## src/cie_pkg.sv

```systemverilog
// Shared constants and types for the control instruction execution unit
package cie_pkg;
  // Cycle counts per instruction form
  localparam logic [7:0] CYC_NOP = 8'h01;
  localparam logic [7:0] CYC_PREFIX = 8'h01;
  localparam logic [7:0] CYC_PUSH = 8'h03;
  localparam logic [7:0] CYC_POP = 8'h03;
  localparam logic [7:0] CYC_LIST_BASE = 8'h03;
  localparam logic [7:0] CYC_LIST_WORD = 8'h04;
  localparam logic [7:0] CYC_CCR = 8'h03;
  localparam logic [7:0] CYC_SET_CTL = 8'h02;
  localparam logic [7:0] CYC_ADJ = 8'h03;
  localparam logic [7:0] CYC_BRW_ACC = 8'h01;
  localparam logic [7:0] CYC_BRW_IMM = 8'h02;
  localparam logic [7:0] CYC_BRR_FAST = 8'h01;
  localparam logic [7:0] CYC_BRR_DATA = 8'h02;
  localparam logic [7:0] CYC_BRR_PAGE = 8'h03;
  localparam logic [7:0] CYC_LIMIT = 8'h02;
  localparam logic [7:0] CYC_CHECK = 8'h02;
  localparam logic [7:0] CYC_SCAN_ZERO = 8'h03;
  localparam logic [7:0] CYC_SCAN_SET = 8'h05;
  localparam logic [7:0] CYC_CMP_SHORT = 8'h03;
  localparam logic [7:0] CYC_CMP_LONG = 8'h04;
  localparam logic [7:0] CYC_FAST_EXIT = 8'h06;
  localparam logic [7:0] CYC_EXIT_WORD = 8'h04;
  localparam logic [7:0] CYC_EXIT_LONG = 8'h05;
  localparam logic [7:0] CYC_LEA_RW_REG = 8'h03;
  localparam logic [7:0] CYC_LEA_RW_MEM = 8'h02;
  localparam logic [7:0] CYC_LEA_A_REG = 8'h02;
  localparam logic [7:0] CYC_LEA_A_MEM = 8'h01;
  // Status word fields
  localparam int PS_C = 0;
  localparam int PS_V = 1;
  localparam int PS_Z = 2;
  localparam int PS_N = 3;
  localparam int PS_T = 4;
  localparam int PS_S = 5;
  localparam int PS_I = 6;
  localparam int PS_RBP_LSB = 8;
  localparam int PS_ILM_LSB = 13;
  // Reset values and stack step
  localparam logic [15:0] PSW_RST = 16'h0020;
  localparam logic [31:0] ACC_RST = 32'h0000_0000;
  localparam logic [15:0] WORD_RST = 16'h0000;
  localparam logic [7:0] BANK_RST = 8'h00;
  localparam logic [15:0] LIM_HI_RST = 16'hffff;
  localparam logic [15:0] LIM_LO_RST = 16'h0000;
  localparam logic [15:0] STK_STEP = 16'h0002;
  // Register offsets
  localparam logic [7:0] A_ACC = 8'h00;
  localparam logic [7:0] A_SP = 8'h04;
  localparam logic [7:0] A_PSW = 8'h08;
  localparam logic [7:0] A_BANKS = 8'h0c;
  localparam logic [7:0] A_STKBANKS = 8'h10;
  localparam logic [7:0] A_LIMITS = 8'h14;
  localparam logic [7:0] A_CODE = 8'h18;
  localparam logic [7:0] A_STATE = 8'h1c;

  typedef enum logic [5:0] {
    OP_NOP, OP_PUSH_ACC, OP_PUSH_ACCH, OP_PUSH_STAT, OP_PUSH_LIST,
    OP_POP_ACC, OP_POP_ACCH, OP_POP_STAT, OP_POP_LIST, OP_CC_AND, OP_CC_OR,
    OP_SET_BANKPTR, OP_SET_INTMASK, OP_LEA_RW_REG, OP_LEA_RW_MEM,
    OP_LEA_ACC_REG, OP_LEA_ACC_MEM, OP_ADJ8, OP_ADJ16, OP_BANK_RD,
    OP_BANK_WR_ACC, OP_BANK_WR_IMM, OP_PFX_ADDL, OP_PFX_DATA, OP_PFX_CODE,
    OP_PFX_STACK, OP_PFX_KEEP, OP_PFX_COMMON, OP_LIM_UP, OP_LIM_LO,
    OP_CHK_ON, OP_CHK_OFF, OP_SCAN1, OP_SCAN2, OP_SCAN4, OP_FAST_EXIT,
    OP_EXIT_WORD, OP_EXIT_LONG, OP_CMP_BR
  } cie_op_e;

  typedef enum logic [2:0] {
    BRG_CODE, BRG_ADDL, BRG_SYSSTK, BRG_USRSTK, BRG_STACK, BRG_DATA, BRG_PAGE
  } cie_brg_e;

  typedef enum logic [2:0] {
    SPACE_DEFAULT, SPACE_ADDL, SPACE_DATA, SPACE_CODE, SPACE_STACK
  } cie_space_e;

  typedef enum logic [2:0] {
    ST_IDLE = 3'b001,
    ST_MEM = 3'b010,
    ST_HOLD = 3'b100
  } cie_state_e;

  typedef struct packed {
    cie_op_e op;
    logic [2:0] sel;
    logic [15:0] imm;
    logic [15:0] ea;
    logic [7:0] rlst;
    logic taken;
    logic longf;
    logic [3:0] extra;
  } cie_instr_s;

  typedef struct packed {
    logic req;
    logic we;
    logic [23:0] addr;
    logic [15:0] wdata;
  } cie_mem_s;

  typedef struct packed {
    logic psel;
    logic penable;
    logic pwrite;
    logic [7:0] paddr;
    logic [31:0] pwdata;
  } cie_apb_req_s;

  typedef struct packed {
    logic [31:0] prdata;
    logic pready;
    logic pslverr;
  } cie_apb_rsp_s;
endpackage

```

## src/cie_bit_scan.sv

```systemverilog
// Bit scan of the low accumulator word with result scaling
`timescale 1ns/10ps
`default_nettype none
module cie_bit_scan (
  input wire logic [15:0] word,
  input wire logic [1:0] scale,
  output logic [7:0] result,
  output logic [7:0] cycles
);
  import cie_pkg::*;

  logic [4:0] pos;

  // Lowest set bit wins; a zero word yields position zero
  always_comb begin
    pos = 5'h00;
    for (int i = 15; i >= 0; i--) begin
      if (word[i]) begin
        pos = 5'(i);
      end
    end
  end

  assign result = {3'h0, pos} << scale;
  assign cycles = (word == 16'h0000 ? CYC_SCAN_ZERO : CYC_SCAN_SET) + {6'h00, scale};
endmodule
`default_nettype wire

```

## src/cie_exec.sv

```systemverilog
// Execution unit for the stack, flag, bank and prefix control instructions
//
// Overview of operation
// - Interrupt pending at fast exit: jump to vector, no stack operations.
// - Word exit pops program counter; long exit also pops the code bank.
// - Compare-and-branch takes one cycle more when taken, plus mode extra.
// - Single word push: stack pointer minus 2, then write, 3 cycles.
// - List push lowers stack pointer 2 per selected register, storing each.
// - Word pop reads at stack pointer then adds 2, 3 cycles.
// - Status pop reloads every flag from the popped word.
// - Condition byte AND or OR with immediate, 3 cycles.
// - Effective address load writes the address, flags untouched.
// - Stack adjust adds sign-extended byte or word immediate, 3 cycles.
// - Bank read zero-extends into the low accumulator word, sets negative and zero.
// - Bank write from accumulator 1 cycle, immediate 2, sets N and Z.
// - Space prefixes redirect the next data access, one cycle each.
// - Keep-flags prefix stops a next bank read, bank write or bit scan changing flags.
// - Common bank prefix makes next instruction use the common bank.
// - Upper and lower stack limits load from immediates, 2 cycles.
// - Stack check enable and disable, 2 cycles, no flag change.
// - Bit scan writes set-bit position, scaled by 2 or 4, sets zero.
// - Bank pointer and interrupt mask loads, 2 cycles, no flags.
// - Bank reads take 1 cycle, data bank 2, direct page 3.
// - Bit scan takes 3 or 5 cycles; scaled forms 4/6 and 5/7.
`timescale 1ns/10ps
`default_nettype none
module cie_exec (
  input wire logic clk,
  input wire logic arst_n,
  input wire cie_pkg::cie_instr_s instr,
  input wire logic instr_valid,
  output logic instr_ready,
  input wire logic irq_pending,
  input wire logic [23:0] irq_vector,
  output var cie_pkg::cie_mem_s mem,
  input wire logic [15:0] mem_rdata,
  input wire logic mem_ack,
  output logic [23:0] code_addr,
  output logic pc_load,
  output logic done,
  output logic branch_taken,
  output var cie_pkg::cie_space_e data_space,
  output logic keep_flags,
  output logic common_bank,
  output logic stack_fault,
  input wire cie_pkg::cie_apb_req_s apb,
  output var cie_pkg::cie_apb_rsp_s apb_rsp
);
  import cie_pkg::*;

  cie_state_e state;
  cie_instr_s cur;
  cie_space_e pfx_space;
  logic [7:0] cnt, need, list_mask, next_need, next_mask;
  logic [31:0] acc, rd_mux, rdata_q;
  logic [15:0] psw, pc_word, lim_hi, lim_lo, sp_cur, stk_addr;
  logic [15:0] stk_ptr [2];
  logic [15:0] rw [16];
  logic [7:0] code_bank, data_bank, addl_bank, sys_bank, usr_bank, page_bank;
  logic [7:0] brg_byte, scan_res, scan_cyc, bank_wv;
  logic [2:0] pick;
  logic [1:0] scan_scale;
  logic chk_en, pfx_keep, pfx_common, accept, acked, is_push, flag_ok;
  logic stk_sel, retire, wr_en, rd_hit;

  function automatic logic [2:0] low_one(input logic [7:0] m);
    low_one = 3'h0;
    for (int i = 7; i >= 0; i--) begin
      if (m[i]) begin
        low_one = 3'(i);
      end
    end
  endfunction

  function automatic logic [2:0] high_one(input logic [7:0] m);
    high_one = 3'h0;
    for (int i = 0; i < 8; i++) begin
      if (m[i]) begin
        high_one = 3'(i);
      end
    end
  endfunction

  function automatic logic [7:0] count_ones(input logic [7:0] m);
    count_ones = 8'h00;
    for (int i = 0; i < 8; i++) begin
      count_ones = count_ones + {7'h00, m[i]};
    end
  endfunction

  // Bank 0 doubles as the common bank
  function automatic logic [3:0] bank_idx(input logic common, input logic [15:0] ps,
                                          input logic [2:0] sel);
    bank_idx = {~common & ps[PS_RBP_LSB], sel};
  endfunction

  function automatic logic [15:0] with_nz(input logic [15:0] ps, input logic [7:0] b);
    with_nz = ps;
    with_nz[PS_N] = b[7];
    with_nz[PS_Z] = (b == 8'h00);
  endfunction

  function automatic logic is_pfx(input cie_op_e op);
    is_pfx = op inside {OP_PFX_ADDL, OP_PFX_DATA, OP_PFX_CODE, OP_PFX_STACK,
                        OP_PFX_KEEP, OP_PFX_COMMON};
  endfunction

  assign instr_ready = (state == ST_IDLE);
  assign accept = instr_valid && instr_ready;
  assign acked = (state == ST_MEM) && mem_ack;
  assign stk_sel = psw[PS_S];
  assign sp_cur = stk_ptr[stk_sel];
  assign is_push = cur.op inside {OP_PUSH_ACC, OP_PUSH_ACCH, OP_PUSH_STAT, OP_PUSH_LIST};
  // Push walks high to low, pop low to high, so a pop undoes a push
  assign pick = is_push ? high_one(list_mask) : low_one(list_mask);
  assign stk_addr = is_push ? sp_cur - STK_STEP : sp_cur;
  assign flag_ok = !pfx_keep;
  assign code_addr = {code_bank, pc_word};
  assign bank_wv = (instr.op == OP_BANK_WR_IMM) ? instr.imm[7:0] : acc[7:0];
  assign scan_scale = (instr.op == OP_SCAN4) ? 2'h2 : (instr.op == OP_SCAN2 ? 2'h1 : 2'h0);

  cie_bit_scan u_scan (
    .word(acc[15:0]),
    .scale(scan_scale),
    .result(scan_res),
    .cycles(scan_cyc)
  );

  always_comb begin
    mem.req = (state == ST_MEM);
    mem.we = is_push;
    mem.addr = {stk_sel ? sys_bank : usr_bank, stk_addr};
    case (cur.op)
      OP_PUSH_ACC: mem.wdata = acc[15:0];
      OP_PUSH_ACCH: mem.wdata = acc[31:16];
      OP_PUSH_STAT: mem.wdata = psw;
      OP_PUSH_LIST: mem.wdata = rw[bank_idx(common_bank, psw, pick)];
      default: mem.wdata = WORD_RST;
    endcase
  end

  always_comb begin
    case (instr.sel)
      BRG_CODE: brg_byte = code_bank;
      BRG_ADDL: brg_byte = addl_bank;
      BRG_SYSSTK: brg_byte = sys_bank;
      BRG_USRSTK: brg_byte = usr_bank;
      BRG_STACK: brg_byte = stk_sel ? sys_bank : usr_bank;
      BRG_DATA: brg_byte = data_bank;
      BRG_PAGE: brg_byte = page_bank;
      default: brg_byte = BANK_RST;
    endcase
  end

  // Length and stack words of the offered instruction
  always_comb begin
    next_need = CYC_NOP;
    next_mask = 8'h00;
    case (instr.op)
      OP_PUSH_ACC, OP_PUSH_ACCH, OP_PUSH_STAT: begin
        next_need = CYC_PUSH;
        next_mask = 8'h01;
      end
      OP_POP_ACC, OP_POP_ACCH, OP_POP_STAT: begin
        next_need = CYC_POP;
        next_mask = 8'h01;
      end
      OP_PUSH_LIST, OP_POP_LIST: begin
        next_need = CYC_LIST_BASE + 8'(CYC_LIST_WORD * count_ones(instr.rlst));
        next_mask = instr.rlst;
      end
      OP_CC_AND, OP_CC_OR: next_need = CYC_CCR;
      OP_SET_BANKPTR, OP_SET_INTMASK: next_need = CYC_SET_CTL;
      OP_LEA_RW_REG: next_need = CYC_LEA_RW_REG;
      OP_LEA_RW_MEM: next_need = CYC_LEA_RW_MEM + {4'h0, instr.extra};
      OP_LEA_ACC_REG: next_need = CYC_LEA_A_REG;
      OP_LEA_ACC_MEM: next_need = CYC_LEA_A_MEM + {4'h0, instr.extra};
      OP_ADJ8, OP_ADJ16: next_need = CYC_ADJ;
      OP_BANK_RD: begin
        if (instr.sel == BRG_DATA) begin
          next_need = CYC_BRR_DATA;
        end else if (instr.sel == BRG_PAGE) begin
          next_need = CYC_BRR_PAGE;
        end else begin
          next_need = CYC_BRR_FAST;
        end
      end
      OP_BANK_WR_ACC: next_need = CYC_BRW_ACC;
      OP_BANK_WR_IMM: next_need = CYC_BRW_IMM;
      OP_PFX_ADDL, OP_PFX_DATA, OP_PFX_CODE, OP_PFX_STACK, OP_PFX_KEEP, OP_PFX_COMMON:
        next_need = CYC_PREFIX;
      OP_LIM_UP, OP_LIM_LO: next_need = CYC_LIMIT;
      OP_CHK_ON, OP_CHK_OFF: next_need = CYC_CHECK;
      OP_SCAN1, OP_SCAN2, OP_SCAN4: next_need = scan_cyc;
      OP_FAST_EXIT: begin
        next_need = CYC_FAST_EXIT;
        next_mask = irq_pending ? 8'h00 : 8'h07;
      end
      OP_EXIT_WORD: begin
        next_need = CYC_EXIT_WORD;
        next_mask = 8'h01;
      end
      OP_EXIT_LONG: begin
        next_need = CYC_EXIT_LONG;
        next_mask = 8'h03;
      end
      OP_CMP_BR: next_need = (instr.longf ? CYC_CMP_LONG : CYC_CMP_SHORT)
                             + {7'h00, instr.taken} + {4'h0, instr.extra};
      default: next_need = CYC_NOP;
    endcase
  end

  assign retire = (accept && next_mask == 8'h00 && next_need <= CYC_NOP)
                  || (state == ST_HOLD && 8'(cnt + 8'h01) >= need);

  // Sequencer: memory words first, then idle cycles up to the length
  always_ff @(posedge clk or negedge arst_n) begin
    if (!arst_n) begin
      state <= ST_IDLE;
      cnt <= 8'h00;
      need <= 8'h00;
    end else begin
      unique case (state)
        ST_IDLE: begin
          if (accept) begin
            cnt <= 8'h01;
            need <= next_need;
            if (next_mask != 8'h00) begin
              state <= ST_MEM;
            end else if (next_need > CYC_NOP) begin
              state <= ST_HOLD;
            end
          end
        end
        ST_MEM: begin
          cnt <= 8'(cnt + 8'h01);
          if (acked && (list_mask & ~(8'h01 << pick)) == 8'h00) begin
            state <= ST_HOLD;
          end
        end
        ST_HOLD: begin
          cnt <= 8'(cnt + 8'h01);
          if (retire) begin
            state <= ST_IDLE;
          end
        end
      endcase
    end
  end

  always_ff @(posedge clk or negedge arst_n) begin
    if (!arst_n) begin
      list_mask <= 8'h00;
      cur <= '0;
    end else if (accept) begin
      list_mask <= next_mask;
      cur <= instr;
    end else if (acked) begin
      list_mask <= list_mask & ~(8'h01 << pick);
    end
  end

  always_ff @(posedge clk or negedge arst_n) begin
    if (!arst_n) begin
      done <= 1'b0;
      pc_load <= 1'b0;
      branch_taken <= 1'b0;
    end else begin
      done <= retire;
      pc_load <= retire && state == ST_HOLD
                 && cur.op inside {OP_FAST_EXIT, OP_EXIT_WORD, OP_EXIT_LONG};
      if (accept) begin
        branch_taken <= instr.op == OP_CMP_BR && instr.taken;
      end
    end
  end

  // Prefix state is pending until the next non-prefix instruction takes it
  always_ff @(posedge clk or negedge arst_n) begin
    if (!arst_n) begin
      pfx_space <= SPACE_DEFAULT;
      pfx_keep <= 1'b0;
      pfx_common <= 1'b0;
      data_space <= SPACE_DEFAULT;
      keep_flags <= 1'b0;
      common_bank <= 1'b0;
    end else if (accept) begin
      if (is_pfx(instr.op)) begin
        data_space <= SPACE_DEFAULT;
        keep_flags <= 1'b0;
        common_bank <= 1'b0;
        case (instr.op)
          OP_PFX_ADDL: pfx_space <= SPACE_ADDL;
          OP_PFX_DATA: pfx_space <= SPACE_DATA;
          OP_PFX_CODE: pfx_space <= SPACE_CODE;
          OP_PFX_STACK: pfx_space <= SPACE_STACK;
          OP_PFX_KEEP: pfx_keep <= 1'b1;
          default: pfx_common <= 1'b1;
        endcase
      end else begin
        data_space <= pfx_space;
        keep_flags <= pfx_keep;
        common_bank <= pfx_common;
        pfx_space <= SPACE_DEFAULT;
        pfx_keep <= 1'b0;
        pfx_common <= 1'b0;
      end
    end
  end

  // Instruction writes win over a software write in the same cycle
  always_ff @(posedge clk or negedge arst_n) begin
    if (!arst_n) begin
      psw <= PSW_RST;
    end else if (accept) begin
      case (instr.op)
        OP_CC_AND: psw[7:0] <= psw[7:0] & instr.imm[7:0];
        OP_CC_OR: psw[7:0] <= psw[7:0] | instr.imm[7:0];
        OP_SET_BANKPTR: psw[PS_RBP_LSB +: 5] <= instr.imm[4:0];
        OP_SET_INTMASK: psw[PS_ILM_LSB +: 3] <= instr.imm[2:0];
        OP_BANK_RD: if (flag_ok) psw <= with_nz(psw, brg_byte);
        OP_BANK_WR_ACC, OP_BANK_WR_IMM: if (flag_ok) psw <= with_nz(psw, bank_wv);
        OP_SCAN1, OP_SCAN2, OP_SCAN4: if (flag_ok) psw[PS_Z] <= acc[15:0] == 16'h0000;
        default: psw <= psw;
      endcase
    end else if (acked && (cur.op == OP_POP_STAT || (cur.op == OP_FAST_EXIT && pick == 3'h2))) begin
      psw <= mem_rdata;
    end else if (wr_en && apb.paddr == A_PSW) begin
      psw <= apb.pwdata[15:0];
    end
  end

  always_ff @(posedge clk or negedge arst_n) begin
    if (!arst_n) begin
      acc <= ACC_RST;
    end else if (accept) begin
      case (instr.op)
        OP_LEA_ACC_REG, OP_LEA_ACC_MEM: acc[15:0] <= instr.ea;
        OP_BANK_RD: acc[15:0] <= {8'h00, brg_byte};
        OP_SCAN1, OP_SCAN2, OP_SCAN4: acc[15:0] <= {8'h00, scan_res};
        default: acc <= acc;
      endcase
    end else if (acked && cur.op == OP_POP_ACC) begin
      acc[15:0] <= mem_rdata;
    end else if (acked && cur.op == OP_POP_ACCH) begin
      acc[31:16] <= mem_rdata;
    end else if (wr_en && apb.paddr == A_ACC) begin
      acc <= apb.pwdata;
    end
  end

  always_ff @(posedge clk or negedge arst_n) begin
    if (!arst_n) begin
      for (int i = 0; i < 16; i++) begin
        rw[i] <= WORD_RST;
      end
    end else if (accept && instr.op inside {OP_LEA_RW_REG, OP_LEA_RW_MEM}) begin
      rw[bank_idx(pfx_common, psw, instr.sel)] <= instr.ea;
    end else if (acked && cur.op == OP_POP_LIST) begin
      rw[bank_idx(common_bank, psw, pick)] <= mem_rdata;
    end
  end

  // A status pop moves the stack select only after its own step
  always_ff @(posedge clk or negedge arst_n) begin
    if (!arst_n) begin
      stk_ptr[0] <= WORD_RST;
      stk_ptr[1] <= WORD_RST;
    end else if (accept && instr.op == OP_ADJ8) begin
      stk_ptr[stk_sel] <= sp_cur + {{8{instr.imm[7]}}, instr.imm[7:0]};
    end else if (accept && instr.op == OP_ADJ16) begin
      stk_ptr[stk_sel] <= sp_cur + instr.imm;
    end else if (acked) begin
      stk_ptr[stk_sel] <= is_push ? stk_addr : sp_cur + STK_STEP;
    end else if (wr_en && apb.paddr == A_SP) begin
      stk_ptr[stk_sel] <= apb.pwdata[15:0];
    end
  end

  always_ff @(posedge clk or negedge arst_n) begin
    if (!arst_n) begin
      code_bank <= BANK_RST;
      data_bank <= BANK_RST;
      addl_bank <= BANK_RST;
      sys_bank <= BANK_RST;
      usr_bank <= BANK_RST;
      page_bank <= BANK_RST;
    end else if (accept && instr.op inside {OP_BANK_WR_ACC, OP_BANK_WR_IMM}) begin
      case (instr.sel)
        BRG_CODE: code_bank <= bank_wv;
        BRG_ADDL: addl_bank <= bank_wv;
        BRG_SYSSTK: sys_bank <= bank_wv;
        BRG_USRSTK: usr_bank <= bank_wv;
        BRG_STACK: if (stk_sel) sys_bank <= bank_wv; else usr_bank <= bank_wv;
        BRG_DATA: data_bank <= bank_wv;
        default: page_bank <= bank_wv;
      endcase
    end else if (accept && instr.op == OP_FAST_EXIT && irq_pending) begin
      code_bank <= irq_vector[23:16];
    end else if (acked && pick == 3'h1 && cur.op inside {OP_EXIT_LONG, OP_FAST_EXIT}) begin
      code_bank <= mem_rdata[7:0];
    end
  end

  always_ff @(posedge clk or negedge arst_n) begin
    if (!arst_n) begin
      pc_word <= WORD_RST;
    end else if (accept && instr.op == OP_FAST_EXIT && irq_pending) begin
      pc_word <= irq_vector[15:0];
    end else if (acked && pick == 3'h0
                 && cur.op inside {OP_FAST_EXIT, OP_EXIT_WORD, OP_EXIT_LONG}) begin
      pc_word <= mem_rdata;
    end
  end

  // Out-of-range pointer is flagged, not trapped
  always_ff @(posedge clk or negedge arst_n) begin
    if (!arst_n) begin
      lim_hi <= LIM_HI_RST;
      lim_lo <= LIM_LO_RST;
      chk_en <= 1'b0;
      stack_fault <= 1'b0;
    end else begin
      if (accept && instr.op == OP_LIM_UP) begin
        lim_hi <= instr.imm;
      end
      if (accept && instr.op == OP_LIM_LO) begin
        lim_lo <= instr.imm;
      end
      if (accept && instr.op == OP_CHK_ON) begin
        chk_en <= 1'b1;
      end else if (accept && instr.op == OP_CHK_OFF) begin
        chk_en <= 1'b0;
      end
      stack_fault <= chk_en && (sp_cur > lim_hi || sp_cur < lim_lo);
    end
  end

  // Register bus slave, always ready, read data caught in setup
  assign wr_en = apb.psel && apb.penable && apb.pwrite;
  assign apb_rsp.pready = 1'b1;
  assign apb_rsp.pslverr = apb.psel && apb.penable && !rd_hit;
  assign apb_rsp.prdata = rdata_q;

  always_comb begin
    rd_hit = 1'b1;
    case (apb.paddr)
      A_ACC: rd_mux = acc;
      A_SP: rd_mux = {16'h0000, sp_cur};
      A_PSW: rd_mux = {16'h0000, psw};
      A_BANKS: rd_mux = {data_bank, addl_bank, code_bank, page_bank};
      A_STKBANKS: rd_mux = {16'h0000, usr_bank, sys_bank};
      A_LIMITS: rd_mux = {lim_hi, lim_lo};
      A_CODE: rd_mux = {8'h00, code_bank, pc_word};
      A_STATE: rd_mux = {24'h000000, data_space, common_bank, keep_flags,
                         stack_fault, chk_en, ~instr_ready};
      default: begin
        rd_hit = 1'b0;
        rd_mux = 32'h0000_0000;
      end
    endcase
  end

  always_ff @(posedge clk or negedge arst_n) begin
    if (!arst_n) begin
      rdata_q <= 32'h0000_0000;
    end else if (apb.psel && !apb.penable && !apb.pwrite) begin
      rdata_q <= rd_mux;
    end
  end
endmodule
`default_nettype wire

```

## config.mk

```make
export PLATFORM = sky130hd
export DESIGN_NAME = cie_exec
export DESIGN_NICKNAME = d
export VERILOG_FILES = /design/src/cie_pkg.sv /design/src/cie_bit_scan.sv /design/src/cie_exec.sv
export SDC_FILE = /design/constraint.sdc
export NUM_CORES = 2
export LEC_CHECK = 0
export ABC_AREA = 1
export BUFFER_PORTS_ARGS = -buffer_cell sky130_fd_sc_hd__buf_2
export CAP_MARGIN = 40
export CORE_MARGIN = 10
export CORE_UTILIZATION = 40
export DETAILED_ROUTE_END_ITERATION = 7
export GPL_TIMING_DRIVEN = 0
export PLACE_DENSITY = 0.67
export SLEW_MARGIN = 40
export SYNTH_ARGS = -nofsm -noshare
export SYNTH_HDL_FRONTEND = slang
export SYNTH_SLANG_ARGS = --single-unit
```

## constraint.sdc

```tcl
create_clock -name clk -period 5.7 [get_ports clk]
set_input_delay 1.14 -clock clk [delete_from_list [all_inputs] [get_ports clk]]
set_output_delay 1.14 -clock clk [all_outputs]
set_load 0.02 [all_outputs]
```

Yosys cells after proc, flatten, opt, wreduce, memory -nomap -nowiden
Cells that the tools add are included.
- flip-flop bits (word level): 512
- output and inout bits: 110
- word-level logic and storage cells: 408
- add/sub/neg operators: 18
- order comparisons: 11
- equality and inequality tests: 89
- shift operators: 2
- muxes and demuxes: 121
- bitwise operators: 15
- reduce and logical (&&, ||, !) cells: 101
- operators with widths (operator ; count):
    256-bit bitwise mux ; 2
    256-bit 2-to-1 mux ; 2
    16-bit 2-to-1 mux ; 19
    32-bit case mux with 8 select lines ; 1
    32-bit 2-to-1 mux ; 5
    32-bit bitwise mux ; 4
    16-bit demux with 4-bit select ; 2
    6-bit by 5-bit equality test with 1-bit output, second input constant ; 16
    8-bit 2-to-1 mux ; 11
    8-bit case mux with 11 select lines ; 1
    4-bit 2-to-1 mux ; 18
    3-bit 2-to-1 mux ; 23
    16-bit binary-select mux with 4-bit select ; 1
    16-bit case mux with 4 select lines ; 1
    6-bit equality test, second input constant ; 10
    8-bit case mux with 7 select lines ; 1
    6-bit by 4-bit equality test with 1-bit output, second input constant ; 9
    6-bit by 3-bit equality test with 1-bit output, second input constant ; 8
    16-bit case mux with 3 select lines ; 1
    8-bit case mux with 2 select lines ; 3
    1-bit logical AND ; 40
    8-bit zero test ; 5
    16-bit adder ; 2
    8-bit by 5-bit equality test with 1-bit output, second input constant ; 4
    77 further kinds ; 168

Logic depth before layout (Yosys ltp)
- depth in word-level cells: 19
- depth in mapped cells: 21
- mapped depth without buffers: 21

Hierarchy
From an unflattened synthesis, not the netlist that was laid out.
- cells, all modules: 4583
- area total of the unflattened synthesis: 32932.8 µm²
- by module, submodules not included (module ; times used ; cells an instance ; area an instance (µm²) ; seq. area each (µm²)):
    cie_exec ; 1 ; 4496 ; 32486.2 ; 12834.8
    cie_bit_scan ; 1 ; 87 ; 446.7 ; 0.0

Worst setup path before layout
Ideal clock, no wire load.
- kind: in2reg
- start point: in instr[6] in the netlist's numbering
- end point: reg state[2]
- setup time: 0.117 ns
- data arrival time: 4.302 ns
- data required time: 5.583 ns
- path slack: 1.281 ns
- cell stages on the path: 16
- path buffers: 0
- path through: inv_1 fa_1 fa_1 fa_1 inv_1 ha_1 fa_1 xor2_1 nand2_1 nor3b_1 nand3_1 nor2_1 nand2_1 o21ai_0 or2_2 nand2_1
- word-level cells in the longest chain between the ends: 14
- elaborated cells between the ends (all ways): 23
- classes of those cells: add/sub (8); order compare (2); eq/ne (2); mux (5); reduce/logical (6)
- RTL lines (element ; line ; text):
    start, declared ; cie_exec.sv:30 ; input wire cie_pkg::cie_instr_s instr,
    1-bit by 1-bit adder with 2-bit output ; cie_exec.sv:87 ; count_ones = count_ones + {7'h00, m[i]};
    2-bit by 1-bit adder with 3-bit output ; cie_exec.sv:87 ;
    3-bit by 1-bit adder with 4-bit output ; cie_exec.sv:87 ;
    4-bit by 1-bit adder with 5-bit output ; cie_exec.sv:87 ;
    5-bit by 1-bit adder with 6-bit output ; cie_exec.sv:87 ;
    6-bit by 1-bit adder with 6-bit output (2 in series) ; cie_exec.sv:87 ;
    2-bit by 8-bit adder with 8-bit output ; cie_exec.sv:169 ; next_need = CYC_LIST_BASE + 8'(CYC_LIST_WORD * count_ones(instr.rlst));
    8-bit case mux with 11 select lines ; cie_exec.sv:159 ; case (instr.op)
    8-bit by 1-bit <= comparator with 1-bit output ; cie_exec.sv:213 ; assign retire = (accept && next_mask == 8'h00 && next_need <= CYC_NOP)
    1-bit logical AND (*) ; cie_exec.sv:213 ;
    1-bit logical OR (*) ; cie_exec.sv:214 ; || (state == ST_HOLD && 8'(cnt + 8'h01) >= need);
    via retire ; cie_exec.sv:64 ; logic stk_sel, retire, wr_en, rd_hit;
    2-bit inequality test (no source line) (*) ; n/a ;
    4-bit AND reduction (no source line) (*) ; n/a ;
    end signal, assigned ; cie_exec.sv:219 ; state <= ST_IDLE;
    end signal, assigned ; cie_exec.sv:229 ; state <= ST_MEM;
    end signal, assigned ; cie_exec.sv:231 ; state <= ST_HOLD;
    end, declared ; cie_exec.sv:51 ; cie_state_e state;
The timed path passes the listed nets; every way through them passes the cells marked *. The select of a mux whose other input is x is not followed.
A chain may end at the register's enable or synchronous reset.

==> impl_summary.md <==
Yosys
In this run, synthesis produced a sequential element count of 510. The Yosys warning count is 0. The share of synthesized registers carrying an async set or reset is 100.0%. The synthesized netlist occupies a cell area of 32,660 µm². Synthesis instantiated 61 different standard cells from the library. In the synthesized netlist, the number of instances is around 4,500. The number of synthesized flops with an enable pin is 0. The flip-flop cell with the highest count after synthesis is sky130_fd_sc_hd__dfrtp_1. Of the synthesized area, sequential elements account for 39.14%. The synthesized area divided by synthesized cell count is just over 7 µm². Synthesis produced a netlist with a net count of 4,746.

Routing
The number of design rule violations left after detail routing is 0. Dividing the detail-routed wire length by the instance count gives ~29 µm. The number of vias per cell is roughly 6.2. The routed wire length is 173,500 µm. The count of vias placed by the detailed router is 37,180. The count of antenna-violating nets left after detailed routing is 0. The number of design-rule violations left by the first detailed-router iteration is 5,645. The first detailed-routing pass took 6 iterations.

Cells and area
Leaving out fill and tap cells, the most frequent cell in the layout is sky130_fd_sc_hd__nand2_1. In the final design database the tool counted roughly 5,000 nets. The cell area after layout is between 30,000 and 40,000 µm².

The area growth from synthesis to final layout is 16.07%. The final cell count without fillers is between 5,000 and 6,000. The post-route netlist has roughly 13% of its cells at a drive strength greater than 1.

In the layout the commonest cells are sky130_fd_sc_hd__nand2_1 (1,083), sky130_fd_sc_hd__inv_1 (503), sky130_fd_sc_hd__dfrtp_1 (492). The number of fillers in the final layout is 8,320.

Placement
The placed instance count is 5,840. The global placer's final weighted congestion is around 1.1. The half-perimeter wire length of the detailed placement result is 133,800 µm.

The cell area after placement is approximately 36,000 µm². The count of input and output buffers is 246.

Global route
The initial antenna violation count is 14. The aggregate global-route resource usage is 35.50%. Summed over all layers, the global routing overflow is 0. The number of global-route vias before repair was around 35,000. The first global-routing pass estimated around 250,000 µm of wire.

Entering global routing, the biggest net connects ~70 pins.

Die
Measured along the x axis, the die boundary spans ~300 µm. The core region area is approximately 81,000 µm². From bottom edge to top edge, the die measures just over 300 µm. Once the floorplan was initialized, standard cells occupied approximately two fifths of the core.

The area of the die is 93,480 µm². In this run the count of I/O pins placed on the die edge is ~250. The initialized floorplan defines around 100 standard-cell rows.

Clock network
The maximum level of the CTS H-tree is 2. TritonCTS built the clock tree. The clock root buffer master is sky130_fd_sc_hd__clkbuf_16. In this run the post-CTS setup repair buffer count came out at 0.

The post-cts repair resize count is 15. The clock net sink count is 510. The number of buffers inserted during clock tree synthesis is between 50 and 60. The clock latency on the worst-skew pair is roughly 0.74 ns. The longest clock path from root to sink contains 3 buffers. After clock tree synthesis, the clock-pin slew on the worst setup and hold paths is 0.06 ns. The number of buffers inserted for hold repair after clock tree synthesis is 0.

Setup path
The worst-path cell with the longest stage delay is sky130_fd_sc_hd__clkbuf_2. The kind of launch point of the worst setup path is a flop. By startpoint and endpoint, the worst setup path is classified as reg2out. Along the worst path, the maximum fanout reaches 10.

The cell with the most instances on the worst path is sky130_fd_sc_hd__nand2_1. On the worst path, the slowest cell contributes a delay of 0.49 ns. STA puts the critical path data required time at between 4 and 5 ns. The critical path goes through inv_1 > nand2_1 > nor2_2 > nand2_4 > nand2_2 > nor2_8 > o21ai_4 > inv_2 > nand2_2 > buf_6 > clkbuf_2 > nor2_1 > a21oi_1 > nand2_1 > nand2_1 > nand3_1 > o21ai_1 > buf_2. The element type at the critical path end is an output port. For the worst flop-to-flop path, the logic depth is 20. The end of the worst register-to-register path is stk_ptr[26]$_DFFE_PN0P_. The startpoint identified for the worst register-to-register timing path is psw[5]$_DFFE_PN1P_.

Grouping stages by cell kind, the critical path spends the most delay in simple AND/OR/NAND/NOR gates. STA puts the critical path data arrival time at 4.53 ns. Counting both buffers and inverters, the worst setup path holds a total of 5. The flop-to-flop setup slack is about 0.80 ns.

Job
Across the run, the number of max-cap violations was 0.

STA
The number of failing hold endpoints at the final stage came to 0. Counting I/O delays and the setup requirement, the final critical path takes approximately 5.7 ns. The clock arrives with about 0.086 ns of skew. The total count of max-transition violations in the final report was 0.

The number of failing setup endpoints in the final timing report is 0. The final critical path takes up 99.56% of the cycle. At the pin with the least slew margin, the transition time is about 1.0 ns. The top achievable clock speed is 0.1762 GHz. After routing, the total negative slack on setup checks comes to 0 ns.

In this run the tightest slew margin relative to its limit is between 30% and 40%.

Status
The run finished with clean final reports.

Power
VDD sags by at most 0.3894 mV. For this design the ratio of total power to cell area is approximately 540 nW/µm². For this design the static power due to leakage is around 18 nW.

Min path
The type of the tightest min-delay check is in2async.
## registers in the layout, indices dropped and copies added (netlist names), 16 cells and up
| signal | cells |
|---|---|
| rdata_q | 32 |
| psw | 16 |
| lim_lo | 16 |
| pc_word | 16 |
| stk_ptr | 32 |
| acc | 32 |
| rw | 256 |
| lim_hi | 16 |
## where the power goes
part / total, mW / switching (mW) / internal, mW
Sequential: 4.58 / 0.456 / 4.12
Clock: 4.22 / 1.80 / 2.42
Combinational: 11.7 / 8.73 / 2.94
Total: 20.5 / 11.0 / 9.49
## kinds of logic (layout without fill, tap and decap cells)
| family | Yosys count | after routing | share of synthesized area [%] |
|---|---|---|---|
| fa+ha+maj | 79 | 79 | 3.210 |
| buf+inv | 770 | 1139 | 9.271 |
| mux | 9 | 9 | 0.2835 |
| xor+xnor | 36 | 36 | 0.9654 |
| flops | 510 | 510 | 39.14 |
| compound gates | 1151 | 1151 | 21.87 |
| simple gates | 1968 | 1968 | 25.25 |
| other cells | 1 | 8 | 0.01148 |
## cell type report
type                       count  area [µm²]  share of cell area, %
antenna                        7       17.52                0.04621
timing repair buffer         259        1495                  3.944
sequential                   510       12780                  33.73
inverter                     538        2019                  5.327
clock inverter                27       387.9                  1.023
tap                         1060        1326                  3.499
clock buffer                  83        1717                  4.528
buffer                       232        1075                  2.835
multi-input combinational   3244       17090                  45.07
## metal layers
metal	vias to the layer above	wire length (µm)	global-route usage, %
li1	16010	-	-
met5	-	227	1.136
met1	17920	70180	48.01
met3	568	24680	13.61
met2	2656	68400	48.46
met4	18	10060	17.70
## per-stage QoR
step	power [mW]	hold WS (ns)	util, %	setup WS [ns]
finish	20.47	0.3414	46.99	0.02507
CTS	19.74	0.3555	46.82	0.04830
detailed placement	15.51	0.4591	44.16	0.01516
global placement	15.39	0.4540	43.65	-7.748
global route	21.19	0.3651	46.97	-0.01071
floorplan	10.95	0.4414	-	1.281
## synth_stat cells, types with 60 or more instances
master	number	area, µm²
sky130_fd_sc_hd__ha_1	71	888.4
sky130_fd_sc_hd__inv_1	503	1888
sky130_fd_sc_hd__dfrtp_1	492	12310
sky130_fd_sc_hd__o22ai_1	130	813.3
sky130_fd_sc_hd__a22oi_1	60	450.4
sky130_fd_sc_hd__nand3_1	377	1887
sky130_fd_sc_hd__nand2_1	1089	4088
sky130_fd_sc_hd__o211ai_1	173	1299
sky130_fd_sc_hd__o21ai_0	373	1867
sky130_fd_sc_hd__clkbuf_1	156	585.6
sky130_fd_sc_hd__nor2_1	358	1344
sky130_fd_sc_hd__a21oi_1	183	915.9
sky130_fd_sc_hd__o221ai_1	91	797.0
## worst max path at each step
stage	start	depth (start not counted)	slack [ns]	to
6_report	cur[52]$_DFFE_PN0P_	18	0.03	mem[15]
5_1_grt	cur[52]$_DFFE_PN0P_	18	-0.01	mem[1]
4_1_cts	cur[52]$_DFFE_PN0P_	20	0.05	mem[9]
3_5_place_dp	cur[51]$_DFFE_PN0P_	18	0.02	mem[10]
3_3_place_gp	arst_n	1	-7.75	rw[125]$_DFFE_PN0P_
2_1_floorplan	instr[6]	16	1.28	state[2]$_DFFE_PN0P_
No activity file was read; power rests on OpenSTA's default activity.
